## src/hw/mdc_pkg.sv

```systemverilog
// Purpose: shared constants for the metering detect control block
// Assumes: ahb-lite slave, 32-bit data, one word per register
// Notes:   printed offsets are not word multiples, so they are indices
package mdc_pkg;
    localparam logic [15:0] IDX_NOLOAD_STATUS = 16'h287f;
    localparam logic [15:0] IDX_DETECT_CTRL   = 16'h2886;
    localparam logic [15:0] IDX_FIRST_DELAY   = 16'h287b;
    localparam logic [15:0] IDX_SECOND_DELAY  = 16'h287c;
    localparam logic [15:0] IDX_NOLOAD_EN     = 16'h287d;
    localparam logic [15:0] IDX_IRQ_STATUS    = 16'h2890;
    localparam logic [15:0] IDX_IRQ_MASK      = 16'h2891;
    localparam logic [15:0] IDX_THRESHOLD     = 16'h2892;
    localparam int          ADDR_W            = 18;

    localparam logic [7:0] RST_BYTE = 8'h00;

    // noload_status_phase_low fields
    localparam int B_PATH1_CREEP  = 7;
    localparam int B_PATH2_CREEP  = 6;
    localparam int F_PULSE_LO     = 4;
    localparam int F_I2_LO        = 2;
    localparam int F_I1_LO        = 0;
    // current_detect_ctrl fields
    localparam int B_GATE         = 7;
    localparam int B_SEEN         = 6;
    localparam int B_CLEAR        = 5;
    localparam int B_DET_EN       = 4;
    localparam int F_COUNT_LO     = 0;
    // delay ctrl fields
    localparam int B_DELAY_TARGET = 7;
    // noload enable fields
    localparam int B_PATH2_NL_EN  = 7;
    localparam int B_PATH1_NL_EN  = 6;
    // interrupt status bits
    localparam int IRQ_SEEN       = 0;
    localparam int IRQ_CREEP1     = 1;
    localparam int IRQ_CREEP2     = 2;
    localparam int IRQ_W          = 3;

    // pulse width, in ms, by code
    localparam int PULSE_MS_0 = 80;
    localparam int PULSE_MS_1 = 40;
    localparam int PULSE_MS_2 = 20;
    localparam int PULSE_MS_3 = 10;
    localparam int CLK_HZ     = 200_000_000;
    localparam int CYC_PER_MS = CLK_HZ / 1000;
    localparam logic [23:0] PULSE_CYC_0 = 24'(PULSE_MS_0 * CYC_PER_MS);
    localparam logic [23:0] PULSE_CYC_1 = 24'(PULSE_MS_1 * CYC_PER_MS);
    localparam logic [23:0] PULSE_CYC_2 = 24'(PULSE_MS_2 * CYC_PER_MS);
    localparam logic [23:0] PULSE_CYC_3 = 24'(PULSE_MS_3 * CYC_PER_MS);

    localparam logic [1:0] HTRANS_NONSEQ = 2'h2;
    localparam logic [2:0] HSIZE_WORD    = 3'h2;

    typedef enum logic [1:0] {
        MDC_TGT_I2  = 2'b00,
        MDC_TGT_VLT = 2'b01
    } mdc_target_t;
endpackage

```

## src/hw/mdc_metering_detect_control.sv

```systemverilog
// Purpose: control/status registers of the metering front end
// Assumes: datapath supplies sample strobes, creep levels, pulse requests
// Notes:   one clock domain; creep inputs are synchronised
//
// Operation
// path1 creep flag reads 1 while path 1 creeps, 0 while metering
// path2 creep flag reads 1 while path 2 creeps, 0 while metering
// pulse width code 00/01/10/11 gives 80/40/20/10 ms
// i2 delay is second_delay_ctrl[5:0] above low bits [3:2]
// i1 delay is first_delay_ctrl[5:0] above low bits [1:0]
// one delay step is 0.0055 degree at 3.2768 MHz sampling
// gate bit stops sampling and power/rms, accumulation keeps running
// software sets pulse threshold before setting the gate bit
// software should gate when accumulating a constant
// seen flag sticks until clear bit is 1 or detection disabled
// software writes clear 1 then back to 0
// current detection runs only while its enable bit is 1
// seen set after count+1 consecutive samples above threshold
// each path's no-load detection runs only under its own enable
// delay target bit 1 delays voltage, 0 delays second current
// any sample not above threshold restarts the run count
`timescale 1ns/1ps
`default_nettype none
module mdc_metering_detect_control
    import mdc_pkg::*;
(
    input  wire logic               sys_clk,
    input  wire logic               rst,
    input  wire logic               hsel,
    input  wire logic [31:0]        haddr,
    input  wire logic [1:0]         htrans,
    input  wire logic               hwrite,
    input  wire logic [2:0]         hsize,
    input  wire logic [31:0]        hwdata,
    input  wire logic               hready,
    output logic      [31:0]        hrdata,
    output logic                    hreadyout,
    output logic                    hresp,
    input  wire logic               path1_creep_in,
    input  wire logic               path2_creep_in,
    input  wire logic               sample_valid,
    input  wire logic signed [31:0] i1_ac_sample,
    input  wire logic               pulse_request,
    output logic                    energy_pulse_out,
    output logic [7:0]              i1_delay_setting,
    output logic [7:0]              i2_delay_setting,
    output logic                    delay_target_voltage,
    output logic                    sampling_enable,
    output logic                    power_rms_enable,
    output logic                    path1_noload_enable,
    output logic                    path2_noload_enable,
    output logic                    irq
);

////////////////////////////////////////////////////////////////////////////////
// bus slave

    logic [7:0]        status_reg;
    logic [7:0]        detect_reg;
    logic [7:0]        first_delay_ctrl_reg;
    logic [7:0]        second_delay_ctrl_reg;
    logic [7:0]        noload_en_reg;
    logic [IRQ_W-1:0]  irq_status_reg;
    logic [IRQ_W-1:0]  irq_mask_reg;
    logic [31:0]       threshold_reg;
    logic              wr_pend_reg;
    logic [15:0]       wr_idx_reg;
    logic [31:0]       hrdata_reg;

    function automatic logic [15:0] word_idx(input logic [31:0] a);
        word_idx = a[ADDR_W-1:2];
    endfunction

    wire        addr_ok  = hsel && hready && (htrans == HTRANS_NONSEQ);
    wire        rd_take  = addr_ok && !hwrite;
    wire        wr_take  = addr_ok && hwrite;
    wire [15:0] rd_idx   = word_idx(haddr);
    wire        wr_do    = wr_pend_reg;
    wire [7:0]  wbyte    = hwdata[7:0];

    wire wr_status = wr_do && (wr_idx_reg == IDX_NOLOAD_STATUS);
    wire wr_detect = wr_do && (wr_idx_reg == IDX_DETECT_CTRL);
    wire wr_first  = wr_do && (wr_idx_reg == IDX_FIRST_DELAY);
    wire wr_second = wr_do && (wr_idx_reg == IDX_SECOND_DELAY);
    wire wr_nl_en  = wr_do && (wr_idx_reg == IDX_NOLOAD_EN);
    wire wr_istat  = wr_do && (wr_idx_reg == IDX_IRQ_STATUS);
    wire wr_imask  = wr_do && (wr_idx_reg == IDX_IRQ_MASK);
    wire wr_thr    = wr_do && (wr_idx_reg == IDX_THRESHOLD);

    // unmapped indices read zero and ignore writes
    logic [31:0] rd_mux;
    always_comb begin
        case (rd_idx)
            IDX_NOLOAD_STATUS: rd_mux = {24'h000000, status_reg};
            IDX_DETECT_CTRL:   rd_mux = {24'h000000, detect_reg};
            IDX_FIRST_DELAY:   rd_mux = {24'h000000, first_delay_ctrl_reg};
            IDX_SECOND_DELAY:  rd_mux = {24'h000000, second_delay_ctrl_reg};
            IDX_NOLOAD_EN:     rd_mux = {24'h000000, noload_en_reg};
            IDX_IRQ_STATUS:    rd_mux = {29'h00000000, irq_status_reg};
            IDX_IRQ_MASK:      rd_mux = {29'h00000000, irq_mask_reg};
            IDX_THRESHOLD:     rd_mux = threshold_reg;
            default:           rd_mux = 32'h00000000;
        endcase
    end

    assign hreadyout = 1'b1;
    assign hresp     = 1'b0;
    assign hrdata    = hrdata_reg;

    always_ff @(posedge sys_clk or posedge rst) begin
        if (rst) begin
            wr_pend_reg <= 1'b0;
            wr_idx_reg  <= 16'h0000;
            hrdata_reg  <= 32'h00000000;
        end else begin
            wr_pend_reg <= wr_take;
            wr_idx_reg  <= rd_idx;
            if (rd_take) begin
                hrdata_reg <= rd_mux;
            end
        end
    end

////////////////////////////////////////////////////////////////////////////////
// creep inputs: two-stage synchronisers

    logic [1:0] creep_meta_reg;
    logic [1:0] creep_sync_reg;

    always_ff @(posedge sys_clk or posedge rst) begin
        if (rst) begin
            creep_meta_reg <= 2'b00;
            creep_sync_reg <= 2'b00;
        end else begin
            creep_meta_reg <= {path2_creep_in, path1_creep_in};
            creep_sync_reg <= creep_meta_reg;
        end
    end

    // a disabled path reports metering, never creep
    wire path1_creep = creep_sync_reg[0] && noload_en_reg[B_PATH1_NL_EN];
    wire path2_creep = creep_sync_reg[1] && noload_en_reg[B_PATH2_NL_EN];

////////////////////////////////////////////////////////////////////////////////
// control registers

    wire [1:0] pulse_width_sel   = status_reg[F_PULSE_LO +: 2];
    wire [1:0] i2_delay_low_bits = status_reg[F_I2_LO +: 2];
    wire [1:0] i1_delay_low_bits = status_reg[F_I1_LO +: 2];

    always_ff @(posedge sys_clk or posedge rst) begin
        if (rst) begin
            status_reg <= RST_BYTE;
        end else begin
            status_reg[B_PATH1_CREEP] <= path1_creep;
            status_reg[B_PATH2_CREEP] <= path2_creep;
            if (wr_status) begin
                status_reg[5:0] <= wbyte[5:0];
            end
        end
    end

    always_ff @(posedge sys_clk or posedge rst) begin
        if (rst) begin
            first_delay_ctrl_reg  <= RST_BYTE;
            second_delay_ctrl_reg <= RST_BYTE;
            noload_en_reg         <= RST_BYTE;
            threshold_reg         <= 32'h00000000;
            irq_mask_reg          <= '0;
        end else begin
            if (wr_first)  first_delay_ctrl_reg  <= wbyte;
            if (wr_second) second_delay_ctrl_reg <= wbyte;
            if (wr_nl_en)  noload_en_reg         <= wbyte;
            if (wr_thr)    threshold_reg         <= hwdata;
            if (wr_imask)  irq_mask_reg          <= wbyte[IRQ_W-1:0];
        end
    end

    // step size follows from the sampling clock of the delay line
    assign i1_delay_setting = {first_delay_ctrl_reg[5:0], i1_delay_low_bits};
    assign i2_delay_setting = {second_delay_ctrl_reg[5:0], i2_delay_low_bits};
    assign delay_target_voltage = second_delay_ctrl_reg[B_DELAY_TARGET];
    assign path1_noload_enable  = noload_en_reg[B_PATH1_NL_EN];
    assign path2_noload_enable  = noload_en_reg[B_PATH2_NL_EN];

////////////////////////////////////////////////////////////////////////////////
// current detection

    wire        analog_gate_ctrl      = detect_reg[B_GATE];
    wire        current_detect_enable = detect_reg[B_DET_EN];
    wire        seen_flag_clear       = detect_reg[B_CLEAR];
    wire [3:0]  detect_sample_count   = detect_reg[F_COUNT_LO +: 4];
    wire signed [31:0] current_detect_threshold = threshold_reg;

    // gating only the front end keeps accumulation alive on a constant
    assign sampling_enable  = !analog_gate_ctrl;
    assign power_rms_enable = !analog_gate_ctrl;

    logic [4:0] run_reg;
    wire        above    = i1_ac_sample > current_detect_threshold;
    wire        smp      = sample_valid && current_detect_enable && sampling_enable;
    wire [4:0]  run_inc  = run_reg + 5'h01;
    wire [4:0]  run_goal = {1'b0, detect_sample_count} + 5'h01;
    wire        caught   = smp && above && (run_inc >= run_goal);

    always_ff @(posedge sys_clk or posedge rst) begin
        if (rst) begin
            run_reg <= 5'h00;
        end else if (!current_detect_enable || (smp && !above)) begin
            run_reg <= 5'h00;
        end else if (smp && !caught) begin
            run_reg <= run_inc;
        end
    end

    // detection hit wins over a clear in the same cycle
    wire seen_clr = seen_flag_clear || !current_detect_enable;

    always_ff @(posedge sys_clk or posedge rst) begin
        if (rst) begin
            detect_reg <= RST_BYTE;
        end else begin
            if (wr_detect) begin
                detect_reg[B_GATE]   <= wbyte[B_GATE];
                detect_reg[B_CLEAR:0] <= wbyte[B_CLEAR:0];
            end
            if (caught) begin
                detect_reg[B_SEEN] <= 1'b1;
            end else if (seen_clr) begin
                detect_reg[B_SEEN] <= 1'b0;
            end
        end
    end

////////////////////////////////////////////////////////////////////////////////
// interrupts: sticky, write one to clear, set wins

    logic [1:0] creep_prev_reg;
    wire  [IRQ_W-1:0] irq_evt = {path2_creep && !creep_prev_reg[1],
                                 path1_creep && !creep_prev_reg[0],
                                 caught};
    wire  [IRQ_W-1:0] irq_w1c = wr_istat ? wbyte[IRQ_W-1:0] : '0;

    always_ff @(posedge sys_clk or posedge rst) begin
        if (rst) begin
            irq_status_reg <= '0;
            creep_prev_reg <= 2'b00;
        end else begin
            irq_status_reg <= (irq_status_reg & ~irq_w1c) | irq_evt;
            creep_prev_reg <= {path2_creep, path1_creep};
        end
    end

    assign irq = |(irq_status_reg & irq_mask_reg);

////////////////////////////////////////////////////////////////////////////////
// energy pulse width

    logic [23:0] pulse_cnt_reg;
    logic        pulse_reg;
    logic [23:0] pulse_len;

    always_comb begin
        case (pulse_width_sel)
            2'h0:    pulse_len = PULSE_CYC_0;
            2'h1:    pulse_len = PULSE_CYC_1;
            2'h2:    pulse_len = PULSE_CYC_2;
            default: pulse_len = PULSE_CYC_3;
        endcase
    end

    // requests during a pulse are dropped; the datapath spaces them
    always_ff @(posedge sys_clk or posedge rst) begin
        if (rst) begin
            pulse_reg     <= 1'b0;
            pulse_cnt_reg <= 24'h000000;
        end else if (!pulse_reg && pulse_request) begin
            pulse_reg     <= 1'b1;
            pulse_cnt_reg <= pulse_len - 24'h000001;
        end else if (pulse_reg) begin
            if (pulse_cnt_reg == 24'h000000) begin
                pulse_reg <= 1'b0;
            end else begin
                pulse_cnt_reg <= pulse_cnt_reg - 24'h000001;
            end
        end
    end

    assign energy_pulse_out = pulse_reg;

endmodule // mdc_metering_detect_control
`default_nettype wire

```

## config.mk

```make
export PLATFORM = sky130hd
export DESIGN_NAME = mdc_metering_detect_control
export DESIGN_NICKNAME = d
export VERILOG_FILES = /design/src/hw/mdc_pkg.sv /design/src/hw/mdc_metering_detect_control.sv
export SDC_FILE = /design/constraint.sdc
export NUM_CORES = 1
export LEC_CHECK = 0
export ABC_AREA = 0
export BUFFER_PORTS_ARGS = -buffer_cell sky130_fd_sc_hd__buf_4
export CAP_MARGIN = 20
export CORE_MARGIN = 4
export CORE_UTILIZATION = 43
export DETAILED_ROUTE_END_ITERATION = 10
export GPL_ROUTABILITY_DRIVEN = 0
export PLACE_DENSITY_LB_ADDON = 0.1
export SYNTH_ARGS = -nofsm -noshare
export SYNTH_HDL_FRONTEND = slang
export SYNTH_SLANG_ARGS = --single-unit
```

## constraint.sdc

```tcl
create_clock -name sys_clk -period 6.32 [get_ports sys_clk]
set_input_delay 1.264 -clock sys_clk [delete_from_list [all_inputs] [get_ports sys_clk]]
set_output_delay 1.264 -clock sys_clk [all_outputs]
set_load 0.02 [all_outputs]
```

Word-level counts from Yosys, hierarchy flattened
Index checks and enable logic that the tools add are counted.
- bits in registers: 163
- bits in latches: 0
- RAM bits: 0
- bits in read-only memories: 0
- bits of input ports: 110
- output and inout port bits: 57
- word-level logic and storage cells: 102
- memories: 0
- $add $sub $neg: 4
- $mul: 0
- div/mod/pow operators: 0
- order comparisons: 2
- equality and inequality tests: 20
- shift operators: 0
- mux-type cells: 13
- bitwise logic cells: 4
- reductions and logical operators: 40
- operators with widths (kind ; count):
    $eq A16 B14 Y1 const B ; 16
    $pmux W32 S8 ; 1
    $mux W24 ; 3
    $pmux W24 S3 ; 1
    $sub A24 B1 Y24 const B ; 2
    $gt A32 B32 Y1 ; 1
    $logic_not A24 Y1 ; 1
    $logic_and A1 B1 Y1 ; 23
    $mux W5 ; 2
    $logic_not A1 Y1 ; 8
    $and A3 B3 Y3 ; 2
    $reduce_bool A2 Y1 ; 3
    $add A4 B1 Y5 const B ; 1
    $add A5 B1 Y5 const B ; 1
    $ge A5 B5 Y1 ; 1
    $mux W1 ; 5
    $eq A2 B2 Y1 const B ; 2
    $mux W3 ; 1
    $not A3 Y3 ; 1
    $or A3 B3 Y3 ; 1
    $reduce_or A3 Y1 ; 1
    $eq A2 B1 Y1 const B ; 1
    $logic_not A2 Y1 ; 1
    $logic_or A1 B1 Y1 ; 2
    2 further kinds ; 2

Logic depth before layout (Yosys ltp)
Gate-level depths: netlist of run 1.
- depth after elaboration: 8
- gate-level depth with buffers: 12
- gate-level depth less buffers: 11

Worst setup path after synthesis of run 1
Ideal clock, no wire load.
- kind: input to register
- from: input port pulse_request
- to: register pulse_cnt_reg[20]
- setup time: 0.134 ns
- arrival time: 3.457 ns
- data required time: 6.186 ns
- setup slack: 2.729 ns
- stages on the path: 12
- buffers on the path: 2
- path through: nand2b_1 -> clkbuf_1 -> clkbuf_1 -> nand2_1 -> ha_1 -> inv_1 -> a2111oi_4 -> nand3b_2 -> or2_1 -> or4_1 -> xor2_1 -> nand2_1
- cells in the longest elaborated chain, start to end: 3
- elaborated cells between the ends (all ways): 5
- those cells by class: eq/ne: 1; mux: 1; reduce/logical: 3
- RTL lines (what ; RTL line ; source):
    start, declared ; mdc_metering_detect_control.sv:43 ; input wire logic pulse_request,
    $logic_and A1 B1 Y1 * ; mdc_metering_detect_control.sv:277 ; end else if (!pulse_reg && pulse_request) begin
    $ne A2 B2 Y1 (no source line) / $reduce_bool A2 Y1 (equally long branches) ; n/a ;
    $reduce_and A2 Y1 (no source line) ; n/a ;
    end signal, assigned ; mdc_metering_detect_control.sv:279 ; pulse_cnt_reg <= pulse_len - 24'h000001;
    end signal, assigned ; mdc_metering_detect_control.sv:284 ; pulse_cnt_reg <= pulse_cnt_reg - 24'h000001;
    end, declared ; mdc_metering_detect_control.sv:259 ; logic [23:0] pulse_cnt_reg;
Mark *: on every way between the ends. The rest lies on a longest branch, timed or not.
A chain may end at the register's enable or synchronous reset.

Final worst setup path of run 1
- from: input port i1_ac_sample[31]
- to: register run_reg[3]
- cells in the longest elaborated chain, start to end: 6
- elaborated cells between the ends (all ways): 10
- those cells by class: order compare: 1; mux: 1; reduce/logical: 8
- RTL lines (what ; RTL line ; source):
    start, declared ; mdc_metering_detect_control.sv:42 ; input wire logic signed [31:0] i1_ac_sample,
    $gt A32 B32 Y1 * ; mdc_metering_detect_control.sv:200 ; wire above = i1_ac_sample > current_detect_threshold;
    $logic_and A1 B1 Y1 (2 in series) ; mdc_metering_detect_control.sv:204 ; wire caught = smp && above && (run_inc >= run_goal);
    $logic_not A1 Y1 ; mdc_metering_detect_control.sv:211 ; end else if (smp && !caught) begin
    $logic_and A1 B1 Y1 ; mdc_metering_detect_control.sv:211 ;
    $reduce_bool A2 Y1 (no source line) ; n/a ;
    end signal, assigned ; mdc_metering_detect_control.sv:212 ; run_reg <= run_inc;
    end, declared ; mdc_metering_detect_control.sv:199 ; logic [4:0] run_reg;
Marked as above.

==> flow_metrics.env, run 1 <==
export IMPL_dpl_cell_area_um2=9398
export IMPL_synth_cell_area_um2=8192
export IMPL_r2r_start="status_reg[4]$_DFFE_PP0P_"
export IMPL_worst_pin_slew_ps=1038
export IMPL_p_total_w=0.002299
export IMPL_dr_pass1_iters=5
export IMPL_period_needed_ps=3747
export IMPL_min_to="creep_sync_reg[1]$_DFF_PP0_"
export IMPL_wl_per_cell_um=17.32
export IMPL_drc_errors=0
export IMPL_worstSkewPairLatency_ps=430
export IMPL_irDropWorstVdd_mv=0.1767
export IMPL_ys_flop_type="dfrtp_1"
export IMPL_status="complete, no violations"
export IMPL_root_buffer="clkbuf_16"
export IMPL_hold_buffers=0
export IMPL_drive_gt1_share_pct=25.16
export IMPL_synthArstFlopShare_pct=100.0
export IMPL_final_nets=1080
export IMPL_ys_ff_latch=161
export IMPL_hp_start="creep_meta_reg[1]$_DFF_PP0_"
export IMPL_fin_tns_setup_ps=0
export IMPL_die_area_um2=21320
export IMPL_final_setup_skew_ps=12.13
export IMPL_ant_nets=0
export IMPL_postRouteWirelength_um=20300
export IMPL_synth_cell_type_count=65
export IMPL_drt_iter0_markers=352
export IMPL_setup_viol=0
export IMPL_worst_hold_path_num_cells=0
export IMPL_grt_pass1_vias=6391
export IMPL_n_fill_cell=1699
export IMPL_worstPathRequired_ps=6630
export IMPL_power_density_nw_per_um2=229.7
export IMPL_slew_headroom_pct=30.81
export IMPL_synthAdderAreaFrac_pct=6.873
export IMPL_reg2reg_depth=10
export IMPL_synth_top_area_share_pct=49.18
export IMPL_die_h_um=146.0
export IMPL_port_buffers=145
export IMPL_stdcell_area_um2=10010
export IMPL_grt_pass1_wl_um=33550
export IMPL_netlist_top_cells_area="dfrtp_1 (49%), ha_1 (6.9%), mux2_2 (5.8%), nand2_1 (4.6%), o21ai_1 (2.6%)"
export IMPL_die_w_um=146.0
export IMPL_synth_area_per_cell_um2=10.27
export IMPL_r2r_end="pulse_cnt_reg[20]$_DFFE_PP0P_"
export IMPL_routed_via_density=5.308
export IMPL_cap_viol_max_count=0
export IMPL_synth_top_family_by_area="compound AO/OA/AOI/OAI gates"
export IMPL_area_growth_pct=22.19
export IMPL_timing_hold_ws_ps=357.4
export IMPL_synth_edf_count=0
export IMPL_yosysSeqAreaShare_pct=49.18
export IMPL_cp_max_fo=6
export IMPL_hold_viol_final=0
export IMPL_grt_overflow_total=0
export IMPL_rsz0062_at_grt="false"
export IMPL_mostFrequentLayoutCells="dfrtp_1 (161), buf_4 (152), nand2_1 (101)"
export IMPL_ctsLongestPathBuffers=2
export IMPL_start_util_pct=43.79
export IMPL_post_cts_resized=0
export IMPL_vias=6221
export IMPL_cts_buffers_inserted=17
export IMPL_end_kind="register"
export IMPL_cts_max_level=4
export IMPL_synthCells=798
export IMPL_yosysWarnings=0
export IMPL_final_common_cell="dfrtp_1"
export IMPL_synthSimpleGateAreaFrac_pct=14.14
export IMPL_synth_xor_area_share_pct=2.994
export IMPL_yosysTopAreaCell="dfrtp_1"
export IMPL_leakage_nw=4.713
export IMPL_clock_sinks=161
export IMPL_grt_usage_pct=19.49
export IMPL_hold_path_class="reg -> reg"
export IMPL_path_class="in -> reg"
export IMPL_worstPathArrival_ps=4060
export IMPL_cts_tree="built"
export IMPL_hpwl_um=15040
export IMPL_fmax_mhz=266.9
export IMPL_diodes=0
export IMPL_post_cts_buffers=0
export IMPL_finalCritPeriodShare_pct=59.29
export IMPL_core_area_um2=18710
export IMPL_rrSetupSlack_ps=3050
export IMPL_slew_viol_final=0
export IMPL_ios=167
export IMPL_wl_met1_um=9659
export IMPL_start_kind="primary input"
export IMPL_muxShareOfSynthArea_pct=6.934
export IMPL_antenna_found_initial=0
export IMPL_grt_max_degree=65
export IMPL_synth_compound_area_share_pct=14.37
export IMPL_post_route_util_pct=53.51
export IMPL_dr_max_layer_used="met4"
export IMPL_wl_met3_um=764
export IMPL_synth_nets=953
export IMPL_wl_met2_um=9633
export IMPL_num_rows=50
export IMPL_clk_pin_slew_ps=70
-- metal layers --
layer | vias up | track usage, %
met2 | 127 | 31.33
met5 | - | 0
li1 | 3071 | -
met1 | 3008 | 27.36
met3 | 15 | 4.066
met4 | 0 | 4.516
-- cell usage after synthesis, types with 4 or more instances --
cell type and instances:
and3_1 4, xor2_1 9, nand3_1 10, o21ai_0 14, xnor2_1 19, a21oi_1 31
nor3_1 17, mux2_2 42, nand2_1 101, a21o_1 5, nor4b_1 4, nor2_1 45
nand4b_1 4, mux2i_1 5, buf_4 19, o31ai_1 24, ha_1 45, a31oi_1 4
buf_2 5, nor4_1 5, dfrtp_1 161, nand4_1 10, o21ai_1 43, mux2_1 4
or3_1 7, clkbuf_1 20, a221oi_1 8, nor2b_1 8, nand2b_1 6, inv_1 52
a311oi_1 5, a22o_1 16
-- worst max-delay path by stage --
stage	from	to	slack (ps)	cells past startpoint
CTS	i1_ac_sample[31]	run_reg[4]$_DFFE_PP0P_	2650	10
global placement	i1_ac_sample[31]	run_reg[3]$_DFFE_PP0P_	2200	10
finish	i1_ac_sample[31]	run_reg[3]$_DFFE_PP0P_	2570	10
detailed placement	i1_ac_sample[31]	run_reg[3]$_DFFE_PP0P_	2190	10
floorplan	rst	creep_meta_reg[0]$_DFF_PP0_	710	1
global route	i1_ac_sample[31]	run_reg[3]$_DFFE_PP0P_	2310	10
-- logic make-up after synthesis --
| family | count (synthesis) |
|---|---|
| compound gates | 175 |
| xor+xnor | 28 |
| fa+ha+maj | 45 |
| buf+inv | 97 |
| flops | 161 |
| mux | 51 |
| other cells | 2 |
| simple gates | 239 |
-- final cells by class --
cell class / count / area (µm²) / share of cell area (%)
clock inverter: 15 / 186.4 / 1.863
tap: 234 / 292.8 / 2.925
inverter: 52 / 200.2 / 2.000
sequential: 161 / 4029 / 40.25
clock buffer: 17 / 425.4 / 4.250
timing repair buffer: 153 / 1146 / 11.45
multi-input combinational: 540 / 3730 / 37.26
-- critical path: stages --
cell	delay, ps
buf_4	110
ha_1	390
nand4_1	170
nor4_1	690
and3_1	300
or3_1	110
a2bb2o_1	280
nor2_1	390
a211oi_1	140
a31o_1	210
-- through the flow --
stage | setup WS [ps] | instances
global route | 2311 | 1172
floorplan | 707.7 | 798
global placement | 2203 | 1139
detailed placement | 2188 | 1140
CTS | 2653 | 1172
finish | 2573 | 1172
-- power breakdown --
group | switching, W | internal, W
Combinational | 0.0000873 | 0.0000819
Sequential | 0.0000190 | 0.00105
Clock | 0.000485 | 0.000572
No activity file was read; power rests on OpenSTA's default activity.
==> run 2: changes to the inputs <==
clock period = 3.42 ns   (was 6.32 ns; I/O delays follow)
==> run 2 against run 1 <==
  * Hold slack worse by 19 ps
  * Wire length is 0.29% higher
  * First-iteration DRC count is 3.7% higher
  * Clock power increased by 73%
  * Critical path type is now reg -> reg
  * Largest cell class unchanged
  * Highest routed layer unchanged
==> flow_metrics.env, run 2 (synthesis results as in run 1) <==
export IMPL_start_kind="register"
export IMPL_start_util_pct=43.79
export IMPL_dpl_cell_area_um2=9549
export IMPL_ant_nets=0
export IMPL_post_cts_resized=0
export IMPL_pre_cts_slack_ps=378.0
export IMPL_final_nets=1095
export IMPL_status="complete, no violations"
export IMPL_routed_via_density=5.283
export IMPL_worstSkewPairLatency_ps=430
export IMPL_port_buffers=145
export IMPL_worstPathArrival_ps=3170
export IMPL_worstPathRequired_ps=3730
export IMPL_die_area_um2=21320
export IMPL_vias=6260
export IMPL_diodes=0
export IMPL_hold_path_class="in -> async"
export IMPL_wl_per_cell_um=17.18
export IMPL_grt_pass1_wl_um=33500
export IMPL_worst_pin_slew_ps=757.4
export IMPL_p_sw_w=0.001021
export IMPL_root_buffer="clkbuf_16"
export IMPL_cts_tree="built"
export IMPL_finalNonFillerCells=1185
export IMPL_final_seq_area_um2=4029
export IMPL_irDropWorstVdd_mv=0.3598
export IMPL_cap_viol_max_count=0
export IMPL_hold_viol_final=0
export IMPL_final_common_cell="buf_4"
export IMPL_period_needed_ps=2866
export IMPL_path_class="reg -> reg"
export IMPL_ios=167
export IMPL_r2r_start="status_reg[4]$_DFFE_PP0P_"
export IMPL_leakage_nw=4.762
export IMPL_cp_depth=11
export IMPL_timing_hold_ws_ps=338.8
export IMPL_multiInputGateArea_um2=3730
export IMPL_final_setup_skew_ps=14.42
export IMPL_rsz0062_at_grt="false"
export IMPL_clk_pin_slew_ps=70
export IMPL_swShare_pct=24.67
export IMPL_ctsLongestPathBuffers=2
export IMPL_timing_critical_path_to="pulse_cnt_reg[20]$_DFFE_PP0P_"
export IMPL_antenna_found_initial=0
export IMPL_grt_usage_pct=19.54
export IMPL_fmax_mhz=348.9
export IMPL_stdcell_area_um2=10110
export IMPL_dp_cells=1155
export IMPL_crit_chain="inv_1 > ha_1 > nor3b_1 > buf_4 > a31oi_1 > a2111oi_4 > nand3b_2 > or2_1 > or4_1 > xor2_1 > nand2_1"
export IMPL_finalCritPeriodShare_pct=83.81
export IMPL_cts_buffers_inserted=17
export IMPL_core_area_um2=18710
export IMPL_drt_iter0_markers=365
export IMPL_grt_pass1_vias=6326
export IMPL_internal_power_w=0.003116
export IMPL_combPwrFrac_pct=7.7
export IMPL_dr_pass1_iters=5
export IMPL_slew_headroom_pct=49.04
export IMPL_hpwl_um=15200
export IMPL_drive_gt1_share_pct=26.18
export IMPL_path_delay_family="simple AND/OR/NAND/NOR gates"
export IMPL_hold_buffers=0
export IMPL_post_cts_buffers=0
export IMPL_die_w_um=146.0
export IMPL_end_kind="register"
export IMPL_crit_path_max_incr_delay_ps=430
export IMPL_clock_sinks=161
export IMPL_cts_max_level=4
export IMPL_num_rows=50
export IMPL_grt_max_degree=60
export IMPL_crit_path_top_delay_cell="dfrtp_1"
export IMPL_mostFrequentLayoutCells="buf_4 (165), dfrtp_1 (161), nand2_1 (101)"
export IMPL_reg2reg_depth=11
export IMPL_r2r_end="pulse_cnt_reg[20]$_DFFE_PP0P_"
export IMPL_cp_max_fo=5
export IMPL_drc_errors=0
export IMPL_critPathBufInv=2
export IMPL_setup_viol=0
export IMPL_power_frac_clock_pct=44.3
export IMPL_die_h_um=146.0
export IMPL_slew_viol_final=0
export IMPL_area_growth_pct=23.37
export IMPL_n_fill_cell=1740
export IMPL_grt_overflow_total=0
export IMPL_power_density_nw_per_um2=409.3
export IMPL_power_frac_seq_pct=48.0
export IMPL_fin_tns_setup_ps=0
export IMPL_postRouteWirelength_um=20360
export IMPL_rrSetupSlack_ps=550
export IMPL_crit_path_start="status_reg[4]$_DFFE_PP0P_"
export IMPL_final_setup_worst_slack_ps=553.6
-- run 2: stage by stage --
step | utilization [%] | total power, W
2_1_floorplan | - | 0.002188
3_3_place_gp | 51.05 | 0.002340
3_5_place_dp | 51.05 | 0.002344
4_1_cts | 54.03 | 0.004188
5_1_grt | 54.03 | 0.004310
6_report | 54.03 | 0.004137
-- run 2: how the worst min path moves through the flow --
| stage | from | end | slack [ps] | depth (start not counted) |
|---|---|---|---|---|
| detailed placement | creep_meta_reg[0]$_DFF_PP0_ | creep_sync_reg[0]$_DFF_PP0_ | 330 | 0 |
| CTS | path1_creep_in | creep_meta_reg[0]$_DFF_PP0_ | 340 | 1 |
| global route | path2_creep_in | creep_meta_reg[1]$_DFF_PP0_ | 340 | 1 |
| floorplan | creep_meta_reg[0]$_DFF_PP0_ | creep_sync_reg[0]$_DFF_PP0_ | 330 | 0 |
| finish | rst | second_delay_ctrl_reg[3]$_DFFE_PP0P_ | 340 | 2 |
| global placement | creep_meta_reg[1]$_DFF_PP0_ | creep_sync_reg[1]$_DFF_PP0_ | 330 | 0 |
-- run 2: worst register-to-register path, delay by kind of cell (launching register included) --
family	cells	cell delay, ps
AO/OA/AOI/OAI	2	480
XOR/XNOR	1	150
adder cells (fa/ha/maj)	1	290
buffers and inverters	2	270
flip-flops	1	430
AND/OR/NAND/NOR	5	1130
-- run 2: power by group through the flow --
stage               Sequential [W]  Clock (W)  Combinational [W]
floorplan                  0.00201          0           0.000177
global placement           0.00202          0           0.000321
detailed placement         0.00202          0           0.000324
CTS                        0.00198    0.00188           0.000326
global route               0.00199    0.00197           0.000355
finish                     0.00198    0.00183           0.000319
-- run 2: area by class of cell --
| type | count | share of cell area [%] |
|---|---|---|
| Multi-Input combinational cell | 540 | 36.91 |
| Tap cell | 234 | 2.897 |
| Clock buffer | 17 | 4.210 |
| Timing Repair Buffer | 168 | 12.85 |
| Clock inverter | 13 | 1.300 |
| Sequential cell | 161 | 39.87 |
| Inverter | 52 | 1.969 |
-- run 2: routing by layer --
layer / vias up / global-route usage (%) / share of wire [%]
met2: 116 / 32.87 / 49
met5: - / 0 / 0
li1: 3108 / - / -
met1: 3020 / 26.09 / 46
met4: 0 / 5.221 / 1.2
met3: 16 / 3.755 / 3.5
